`config.mk`:
```
export PLATFORM = sky130hd
export DESIGN_NAME = csr_regs
export DESIGN_NICKNAME = d
export VERILOG_FILES = /design/src/design/csr_pkg.sv /design/src/design/csr_spread_decode.sv /design/src/design/csr_regs.sv
export SDC_FILE = /design/constraint.sdc
export NUM_CORES = 1
export LEC_CHECK = 0
export ABC_AREA = 0
export BUFFER_PORTS_ARGS = -buffer_cell sky130_fd_sc_hd__buf_2
export CORE_MARGIN = 3
export CORE_UTILIZATION = 25
export CTS_BUF_LIST = sky130_fd_sc_hd__clkbuf_16
export DETAILED_ROUTE_END_ITERATION = 7
export PLACE_DENSITY_LB_ADDON = 0.12
export SETUP_SLACK_MARGIN = 0.3
export SYNTH_ARGS = -nofsm -noshare
export SYNTH_HDL_FRONTEND = slang
export SYNTH_SLANG_ARGS = --single-unit
```
`constraint.sdc`:
```
create_clock -name sys_clk_i -period 3.59 [get_ports sys_clk_i]
set_clock_uncertainty 0.05 [all_clocks]
set_input_delay 0.359 -clock sys_clk_i [delete_from_list [all_inputs] [get_ports sys_clk_i]]
set_output_delay 0.359 -clock sys_clk_i [all_outputs]
set_load 0.1 [all_outputs]
```
`src/design/csr_pkg.sv`:
```
/*
  constants for the clock synthesizer control register bank:
  register offsets, field positions, power-up values, serial port codes.
  assumes nothing beyond a systemverilog compiler.
*/
package csr_pkg;
  // ==========================================================
  // register offsets (low two bits of the command code)
  localparam logic [1:0] OFF_IDENTITY = 2'h0;  // identity byte
  localparam logic [1:0] OFF_OUT_EN   = 2'h1;  // output enable control
  localparam logic [1:0] OFF_SPREAD   = 2'h2;  // spread depth control

  // ==========================================================
  // field positions, output enable control
  localparam int BIT_REF_EN      = 7;  // reference output enable
  localparam int BIT_PROC_SS_EN  = 6;  // processor clock and pll enable
  localparam int BIT_USB_EN      = 5;  // usb rate output enable
  localparam int BIT_SEL_AUD_EN  = 4;  // selectable audio output enable
  localparam int BIT_FIX_AUD_EN  = 3;  // fixed audio output enable
  localparam int BIT_AUD_SEL     = 0;  // audio rate select

  // ==========================================================
  // power-up values
  localparam logic [7:0] RST_OUT_EN  = 8'hf7;  // all on but fixed audio
  localparam logic [7:0] RST_SPREAD  = 8'h02;  // -1.0 % spread
  localparam logic [3:0] REVISION_ID = 4'h2;   // arbitrary value
  localparam logic [3:0] MAKER_ID    = 4'h5;   // arbitrary value

  // ==========================================================
  // serial port codes
  localparam logic [6:0] TARGET_ADDR = 7'h69;  // write form byte 8'hd2
  localparam logic [5:0] BYTE_MODE   = 6'h20;  // upper command bits 100000

  // spread depth codes
  localparam logic [2:0] SS_HALF  = 3'h1;  // -0.5 %
  localparam logic [2:0] SS_ONE   = 3'h2;  // -1.0 %
  localparam logic [2:0] SS_TWO   = 3'h4;  // -2.0 %
  localparam logic [2:0] SS_THREE = 3'h6;  // -3.0 %

  // ==========================================================
  // serial engine states
  typedef enum logic [2:0] {
    ST_IDLE = 3'b000,  // waiting for a start
    ST_ADDR = 3'b001,  // shifting address byte
    ST_CMD  = 3'b010,  // shifting command byte
    ST_DATA = 3'b011,  // shifting write data byte
    ST_SEND = 3'b100,  // sending read data byte
    ST_ACK  = 3'b101,  // driving acknowledge
    ST_MACK = 3'b110,  // waiting for master acknowledge clock, sda not read
    ST_WAIT = 3'b111   // ignoring until stop or start
  } csr_state_e;
endpackage

```
`src/design/csr_spread_decode.sv`:
```
/*
  spread depth decoder: turns the 3-bit depth code into a one-hot
  depth selection for the spread modulator.
  assumes the code comes straight from the control register.
*/
`timescale 1ns/1ps
`default_nettype none
module csr_spread_decode (
  input  wire logic [2:0] code_i,    // spread depth code
  output logic      [3:0] depth_o,   // one-hot: 0.5,1,2,3 percent
  output logic            spread_o   // any spread active
);
  // ==========================================================
  // depth decode, all other codes give no spread
  always_comb begin
    depth_o = 4'h0;
    case (code_i)
      csr_pkg::SS_HALF:  depth_o = 4'h1;
      csr_pkg::SS_ONE:   depth_o = 4'h2;
      csr_pkg::SS_TWO:   depth_o = 4'h4;
      csr_pkg::SS_THREE: depth_o = 4'h8;
      default:           depth_o = 4'h0;
    endcase
    spread_o = |depth_o;
  end
endmodule
`default_nettype wire

```
`src/design/csr_regs.sv`:
```
/*
  control register bank of a multi-output clock synthesizer with a
  two-wire serial port (byte write and byte read only).
  assumes scl/sda levels arrive synchronous and glitch-free to sys_clk_i,
  and that sys_clk_i is many times faster than the serial clock.
*/
`timescale 1ns/1ps
`default_nettype none
module csr_regs (
  input  wire logic       sys_clk_i,        // system clock, 125 mhz
  input  wire logic       reset_i,          // sync reset, active high
  input  wire logic       scl_i,            // serial clock level
  input  wire logic       sda_i,            // serial data level
  output logic            sda_o,            // serial data out, always 0
  output logic            sda_oe_o,         // pull sda low while high
  output logic            ref_en_o,         // reference output enable
  output logic            proc_clk_en_o,    // processor clock enable
  output logic            proc_pll_on_o,    // processor pll power
  output logic            usb_en_o,         // usb rate output enable
  output logic            sel_aud_en_o,     // selectable audio enable
  output logic            fix_aud_en_o,     // fixed audio enable
  output logic            fix_pll_on_o,     // fixed audio pll power
  output logic            aud_sel_24m_o,    // 1 = 24.576, 0 = 22.5792
  output logic      [3:0] spread_depth_o,   // one-hot spread depth
  output logic            spread_on_o       // spread active
);
  // ==========================================================
  // registers and serial engine state
  logic [7:0]          out_en_r;      // output enable control
  logic [7:0]          spread_r;      // spread depth control
  csr_pkg::csr_state_e state_r;       // engine state
  csr_pkg::csr_state_e after_ack_r;   // state after ack slot
  logic [7:0]          shift_r;       // shift register
  logic [3:0]          cnt_r;         // bit counter
  logic [1:0]          ptr_r;         // addressed byte
  logic                byte_mode_r;   // valid byte mode command
  logic                scl_q_r;       // last scl
  logic                sda_q_r;       // last sda
  logic                drive_r;       // sda pulled low
  logic [3:0]          depth_w;       // decoded depth
  logic                spread_w;      // decoded spread active

  // ==========================================================
  // bus condition detection
  wire scl_rise = scl_i & ~scl_q_r;                    // sample edge
  wire scl_fall = ~scl_i & scl_q_r;                    // shift edge
  wire start_c  = scl_i & scl_q_r & sda_q_r & ~sda_i;  // start / repeat
  wire stop_c   = scl_i & scl_q_r & ~sda_q_r & sda_i;  // stop

  // read mux of register bytes
  function automatic logic [7:0] rd_byte(input logic [1:0] p, input logic [7:0] oe,
                                         input logic [7:0] ss);
    case (p)
      csr_pkg::OFF_IDENTITY: rd_byte = {csr_pkg::REVISION_ID, csr_pkg::MAKER_ID};
      csr_pkg::OFF_OUT_EN:   rd_byte = oe;
      csr_pkg::OFF_SPREAD:   rd_byte = ss;
      default:               rd_byte = 8'h00;  // unmapped byte reads zero
    endcase
  endfunction

  // ==========================================================
  // line sampling
  always_ff @(posedge sys_clk_i) begin
    if (reset_i) begin
      scl_q_r <= 1'b1;
      sda_q_r <= 1'b1;
    end else begin
      scl_q_r <= scl_i;
      sda_q_r <= sda_i;
    end
  end

  // ==========================================================
  // serial engine: address, command, data, acks and read byte
  always_ff @(posedge sys_clk_i) begin
    if (reset_i) begin
      state_r     <= csr_pkg::ST_IDLE;
      after_ack_r <= csr_pkg::ST_IDLE;
      shift_r     <= 8'h00;
      cnt_r       <= 4'h0;
      ptr_r       <= 2'h0;
      byte_mode_r <= 1'b0;
      drive_r     <= 1'b0;
    end else if (stop_c) begin
      state_r <= csr_pkg::ST_IDLE;  // stop ends any transaction
      drive_r <= 1'b0;
    end else if (start_c) begin
      state_r <= csr_pkg::ST_ADDR;  // start or repeat start
      cnt_r   <= 4'h0;
      drive_r <= 1'b0;
    end else begin
      case (state_r)
        csr_pkg::ST_ADDR, csr_pkg::ST_CMD, csr_pkg::ST_DATA: begin
          if (scl_rise) begin
            shift_r <= {shift_r[6:0], sda_i};
            cnt_r   <= cnt_r + 4'h1;
          end else if (scl_fall && cnt_r == 4'h8) begin
            cnt_r <= 4'h0;
            if (state_r == csr_pkg::ST_ADDR) begin
              if (shift_r[7:1] != csr_pkg::TARGET_ADDR) begin
                state_r <= csr_pkg::ST_WAIT;
              end else if (shift_r[0]) begin
                // read form, only after a byte mode command
                state_r     <= byte_mode_r ? csr_pkg::ST_ACK : csr_pkg::ST_WAIT;
                drive_r     <= byte_mode_r;
                after_ack_r <= csr_pkg::ST_SEND;
              end else begin
                state_r     <= csr_pkg::ST_ACK;
                drive_r     <= 1'b1;
                after_ack_r <= csr_pkg::ST_CMD;
              end
            end else if (state_r == csr_pkg::ST_CMD) begin
              byte_mode_r <= (shift_r[7:2] == csr_pkg::BYTE_MODE);
              ptr_r       <= shift_r[1:0];
              state_r     <= csr_pkg::ST_ACK;
              drive_r     <= 1'b1;
              after_ack_r <= (shift_r[7:2] == csr_pkg::BYTE_MODE) ?
                             csr_pkg::ST_DATA : csr_pkg::ST_WAIT;
            end else begin
              state_r     <= csr_pkg::ST_ACK;  // ack the data byte
              drive_r     <= 1'b1;
              after_ack_r <= csr_pkg::ST_WAIT; // one byte per write
            end
          end
        end
        csr_pkg::ST_ACK: begin
          if (scl_fall) begin
            state_r <= after_ack_r;
            cnt_r   <= 4'h0;
            if (after_ack_r == csr_pkg::ST_SEND) begin
              shift_r <= rd_byte(ptr_r, out_en_r, spread_r);
              drive_r <= ~rd_byte(ptr_r, out_en_r, spread_r) >> 7 == 8'h01;
            end else begin
              drive_r <= 1'b0;
            end
          end
        end
        csr_pkg::ST_SEND: begin
          if (scl_rise) begin
            cnt_r <= cnt_r + 4'h1;
          end else if (scl_fall) begin
            if (cnt_r == 4'h8) begin
              drive_r <= 1'b0;  // release for master nack
              state_r <= csr_pkg::ST_MACK;
            end else begin
              shift_r <= {shift_r[6:0], 1'b0};
              drive_r <= ~shift_r[6];
            end
          end
        end
        csr_pkg::ST_MACK: begin
          if (scl_rise) begin
            state_r <= csr_pkg::ST_WAIT;
          end
        end
        csr_pkg::ST_WAIT, csr_pkg::ST_IDLE: begin
          drive_r <= 1'b0;
        end
        default: begin
          state_r <= csr_pkg::ST_IDLE;
          drive_r <= 1'b0;
        end
      endcase
    end
  end

  // ==========================================================
  // register writes: end of a data byte in byte mode
  wire wr_c = (state_r == csr_pkg::ST_DATA) && scl_fall && (cnt_r == 4'h8) && byte_mode_r;

  // output enable control byte
  always_ff @(posedge sys_clk_i) begin
    if (reset_i) begin
      out_en_r <= csr_pkg::RST_OUT_EN;
    end else if (wr_c && ptr_r == csr_pkg::OFF_OUT_EN && !stop_c && !start_c) begin
      out_en_r <= shift_r;
    end
  end

  // spread depth control byte; identity writes fall through
  always_ff @(posedge sys_clk_i) begin
    if (reset_i) begin
      spread_r <= csr_pkg::RST_SPREAD;
    end else if (wr_c && ptr_r == csr_pkg::OFF_SPREAD && !stop_c && !start_c) begin
      spread_r <= shift_r;
    end
  end

  // ==========================================================
  // spread decoder
  csr_spread_decode u_dec (
    .code_i   (spread_r[2:0]),
    .depth_o  (depth_w),
    .spread_o (spread_w)
  );

  // ==========================================================
  // registered outputs
  always_ff @(posedge sys_clk_i) begin
    if (reset_i) begin
      sda_o          <= 1'b0;
      sda_oe_o       <= 1'b0;
      // power-up enable levels follow the control byte one reset value
      ref_en_o       <= csr_pkg::RST_OUT_EN[csr_pkg::BIT_REF_EN];
      proc_clk_en_o  <= csr_pkg::RST_OUT_EN[csr_pkg::BIT_PROC_SS_EN];
      proc_pll_on_o  <= csr_pkg::RST_OUT_EN[csr_pkg::BIT_PROC_SS_EN];
      usb_en_o       <= csr_pkg::RST_OUT_EN[csr_pkg::BIT_USB_EN];
      sel_aud_en_o   <= csr_pkg::RST_OUT_EN[csr_pkg::BIT_SEL_AUD_EN];
      fix_aud_en_o   <= csr_pkg::RST_OUT_EN[csr_pkg::BIT_FIX_AUD_EN];
      fix_pll_on_o   <= csr_pkg::RST_OUT_EN[csr_pkg::BIT_FIX_AUD_EN];
      aud_sel_24m_o  <= csr_pkg::RST_OUT_EN[csr_pkg::BIT_AUD_SEL];
      spread_depth_o <= 4'h2;
      spread_on_o    <= 1'b1;
    end else begin
      sda_o          <= 1'b0;
      sda_oe_o       <= drive_r;
      ref_en_o       <= out_en_r[csr_pkg::BIT_REF_EN];
      proc_clk_en_o  <= out_en_r[csr_pkg::BIT_PROC_SS_EN];
      proc_pll_on_o  <= out_en_r[csr_pkg::BIT_PROC_SS_EN];
      usb_en_o       <= out_en_r[csr_pkg::BIT_USB_EN];
      sel_aud_en_o   <= out_en_r[csr_pkg::BIT_SEL_AUD_EN];
      fix_aud_en_o   <= out_en_r[csr_pkg::BIT_FIX_AUD_EN];
      fix_pll_on_o   <= out_en_r[csr_pkg::BIT_FIX_AUD_EN];
      aud_sel_24m_o  <= out_en_r[csr_pkg::BIT_AUD_SEL];
      spread_depth_o <= depth_w;
      spread_on_o    <= spread_w;
    end
  end
endmodule
`default_nettype wire

```
==> metrics.txt <==
outcome=finished, final reports clean; number of clock sinks=52; CP max stage cell=dfxtp_1; fin nets=302; starting DRC count in detailed routing=102; Hold Crit Class=in2reg; Boundary Pins=19; Sequential cell area=1040 sq um; Rows=36; Post-Route WL=6330 microns; Worst Path Arrival=2.70 ns; vias per std cell=4.82; placed wire-length estimate=4440 microns; clock tree buffer depth=2; ANT cells=0; critical path class=reg2reg; vias in the first global route=2028; antenna violations before repair=0; delay-heaviest family, CP=simple AND/OR/NAND/NOR gates; Crit path largest cell delay=0.70 ns; via count=2071; worst-path cell chain=nand3b_2 -> o22ai_2 -> a311oi_2 -> and2_1 -> mux2_4; sequential fraction of the synthesis area=41.1%; # fillers=1110; DRT Pass-1 Iters=4; Avg Cell Area, Syn=8.71 sq um; clock power share=45.6%; Flop pwr share=48.7%; Syn Nets=297; WP data required=3.73 ns; total of max-cap violations=0; largest family of logic cells by synthesized area=simple AND/OR/NAND/NOR gates; fin crit share=71.5%; total track usage=11.6%; Comb power frac=5.7%; DR WL/cell=14.7 microns; Switching Share=23.0%; Placed Instance Area=2690 sq um; leakage=0.00102 uW; Setup Buffers After CTS=0; IO Port Bufs=17; Clock transition at path regs=0.07 ns; cts repair resizes=0; Seq cells post-synth=52; final instance area=2860 sq um; Max IR drop VDD=0.189 mV; Final TNS setup=0 ns; Max Slew Vio Count=0; Cell variety after synth=59; CP endpoint kind=flip-flop; compound-gate portion of the synthesized area=19.2%; Hold Vio Cnt, Final=0; fin crit period=2.57 ns; initial core utilization=25.8%; first-pass GRT wire length=10500 microns; unrepaired setup endpoints after global routing=false; TritonCTS clock tree=yes; Slew @ Worst Pin=0.781 ns; Synth Area in Adders=0.987%; Core ar.=9820 sq um; mux cell area share after synthesis=5.38%; Synth Instances=291; WHS=0.281 ns; H-tree depth=2; Int Pwr=936 uW; EDFF count, synth=0; final setup vio count=0; post-cts hold buffer count=0; final core utilization=29.1%; CP Max Fanout=20; simple logic cell fraction of the synthesized area=27.1%; slew margin rel.=47.2%; Psw=280 uW; post-route ant nets=0; Synth async-reset ratio=0%; P&R area growth vs syn=12.7%; TritonCTS Buffers=5; GRT overflow=0; CTS root buffer=clkbuf_16; fmax=390 MHz; area of the multi-input gates=1350 sq um; ys flop type=dfxtp_1; power per cell area=425 nW/um^2; RD Place Congestion=0.790; Die Wd=107 microns; Syn Std Cell Area=2530 sq um; layout cell share with drive strength beyond 1=15.2%; latest clock arrival within the worst-skew pair=0.29 ns; XOR/XNOR share of the synthesized area=0.346%; Syn. warnings=0; crit path buf inv count=0; largest net degree at the start of global routing=46; DRC=0; Die ar.=11400 sq um; Worst setup SP type=flip-flop; Die H=107 microns
[power by group through the flow]
stage	sequential, uW	clock [uW]	combinational (uW)
after floorplan	603	0	58.8
after global placement	607	0	70.9
after detailed placement	607	0	70.1
after CTS	593	573	70.4
after global routing	594	593	77.7
final	593	554	69.3
[flip-flops by register name (all words and copies together), names as in the netlist, 2 cells and up]
signal / count
spread_r: 8
ptr_r: 2
state_r: 3
after_ack_r: 3
shift_r: 8
cnt_r: 4
spread_depth_o: 4
out_en_r: 8
[cell families (layout without fill, tap and decap cells)]
logic type,count (synthesis),count (layout)
AOI/OAI and AO/OA,69,69
xor gates and xnor gates,1,1
adders and majority gates,2,2
buffers and inverters,29,35
DFF,52,52
muxes,13,13
other,1,1
and+or+nand+nor,124,124
[final timing paths]
kind | startpoint | end | slack, ns | cells after the start
worst min-delay path | sda_i | sda_q_r | 0.28 | 2
worst min register to register | out_en_r[5] | usb_en_o | 0.41 | 1
worst max-delay path | state_r[1] | shift_r[3] | 1.02 | 5
worst max register to register | state_r[1] | shift_r[3] | 1.02 | 5
[stage by stage]
step	setup WS, ns	power (uW)	instances
after global routing	0.855	1260	430
after detailed placement	1.06	677	422
after floorplan	1.63	662	291
after CTS	1.04	1240	430
after global placement	1.11	678	422
final	1.02	1220	430
[placed cells by master (no fill, tap or decap), drive strengths merged, types with 4 or more instances in the layout]
master	count
a221oi	5
a211oi	5
or2	8
buf	19
nand2b	12
dfxtp	52
nor3	6
a22oi	4
a21oi	15
nor4b	4
mux2i	11
nor2	39
nor2b	13
o21ai	12
clkbuf	5
inv	10
nand3	13
nand2	7
[cells in the mapped netlist (all sizes together), types with 3 or more instances]
cell type	count	share of area (%)
a311oi	3	1.3
nor4b	4	1.4
nand2b	12	3.0
nor3b	3	0.89
clkbuf	9	1.3
a22oi	4	1.2
nand2	7	1.1
and3	3	0.74
a211o	3	1.0
a21o	3	0.89
nand3b	3	1.0
inv	8	1.2
a21oi	15	3.0
o21ai	12	2.4
nor3	6	1.4
buf	12	3.3
o211ai	3	0.89
nand3	13	2.6
mux2i	11	4.3
nor2	39	5.8
nor2b	13	3.2
a221oi	5	1.7
a211oi	5	1.5
dfxtp	52	41
or2	8	2.0
[metal layers]
metal	GRT usage, %	vias to the layer above	wire, microns	part of all wire, %
met5	0	-	0	0
met4	3.56	0	48	0.76
met3	1.87	4	118	1.9
met2	19.9	19	3110	49
met1	15.1	1000	3050	48
li1	-	1048	-	-
[area by class of cell]
class                      count  area share [%]
multi-input combinational    210            47.3
sequential                    52            36.4
tap                          133            5.82
clock buffer                   5            4.38
timing repair buffer          19            3.50
clock inverter                 3            1.49
inverter                       8            1.05
Power figures use the tool's default switching activity.
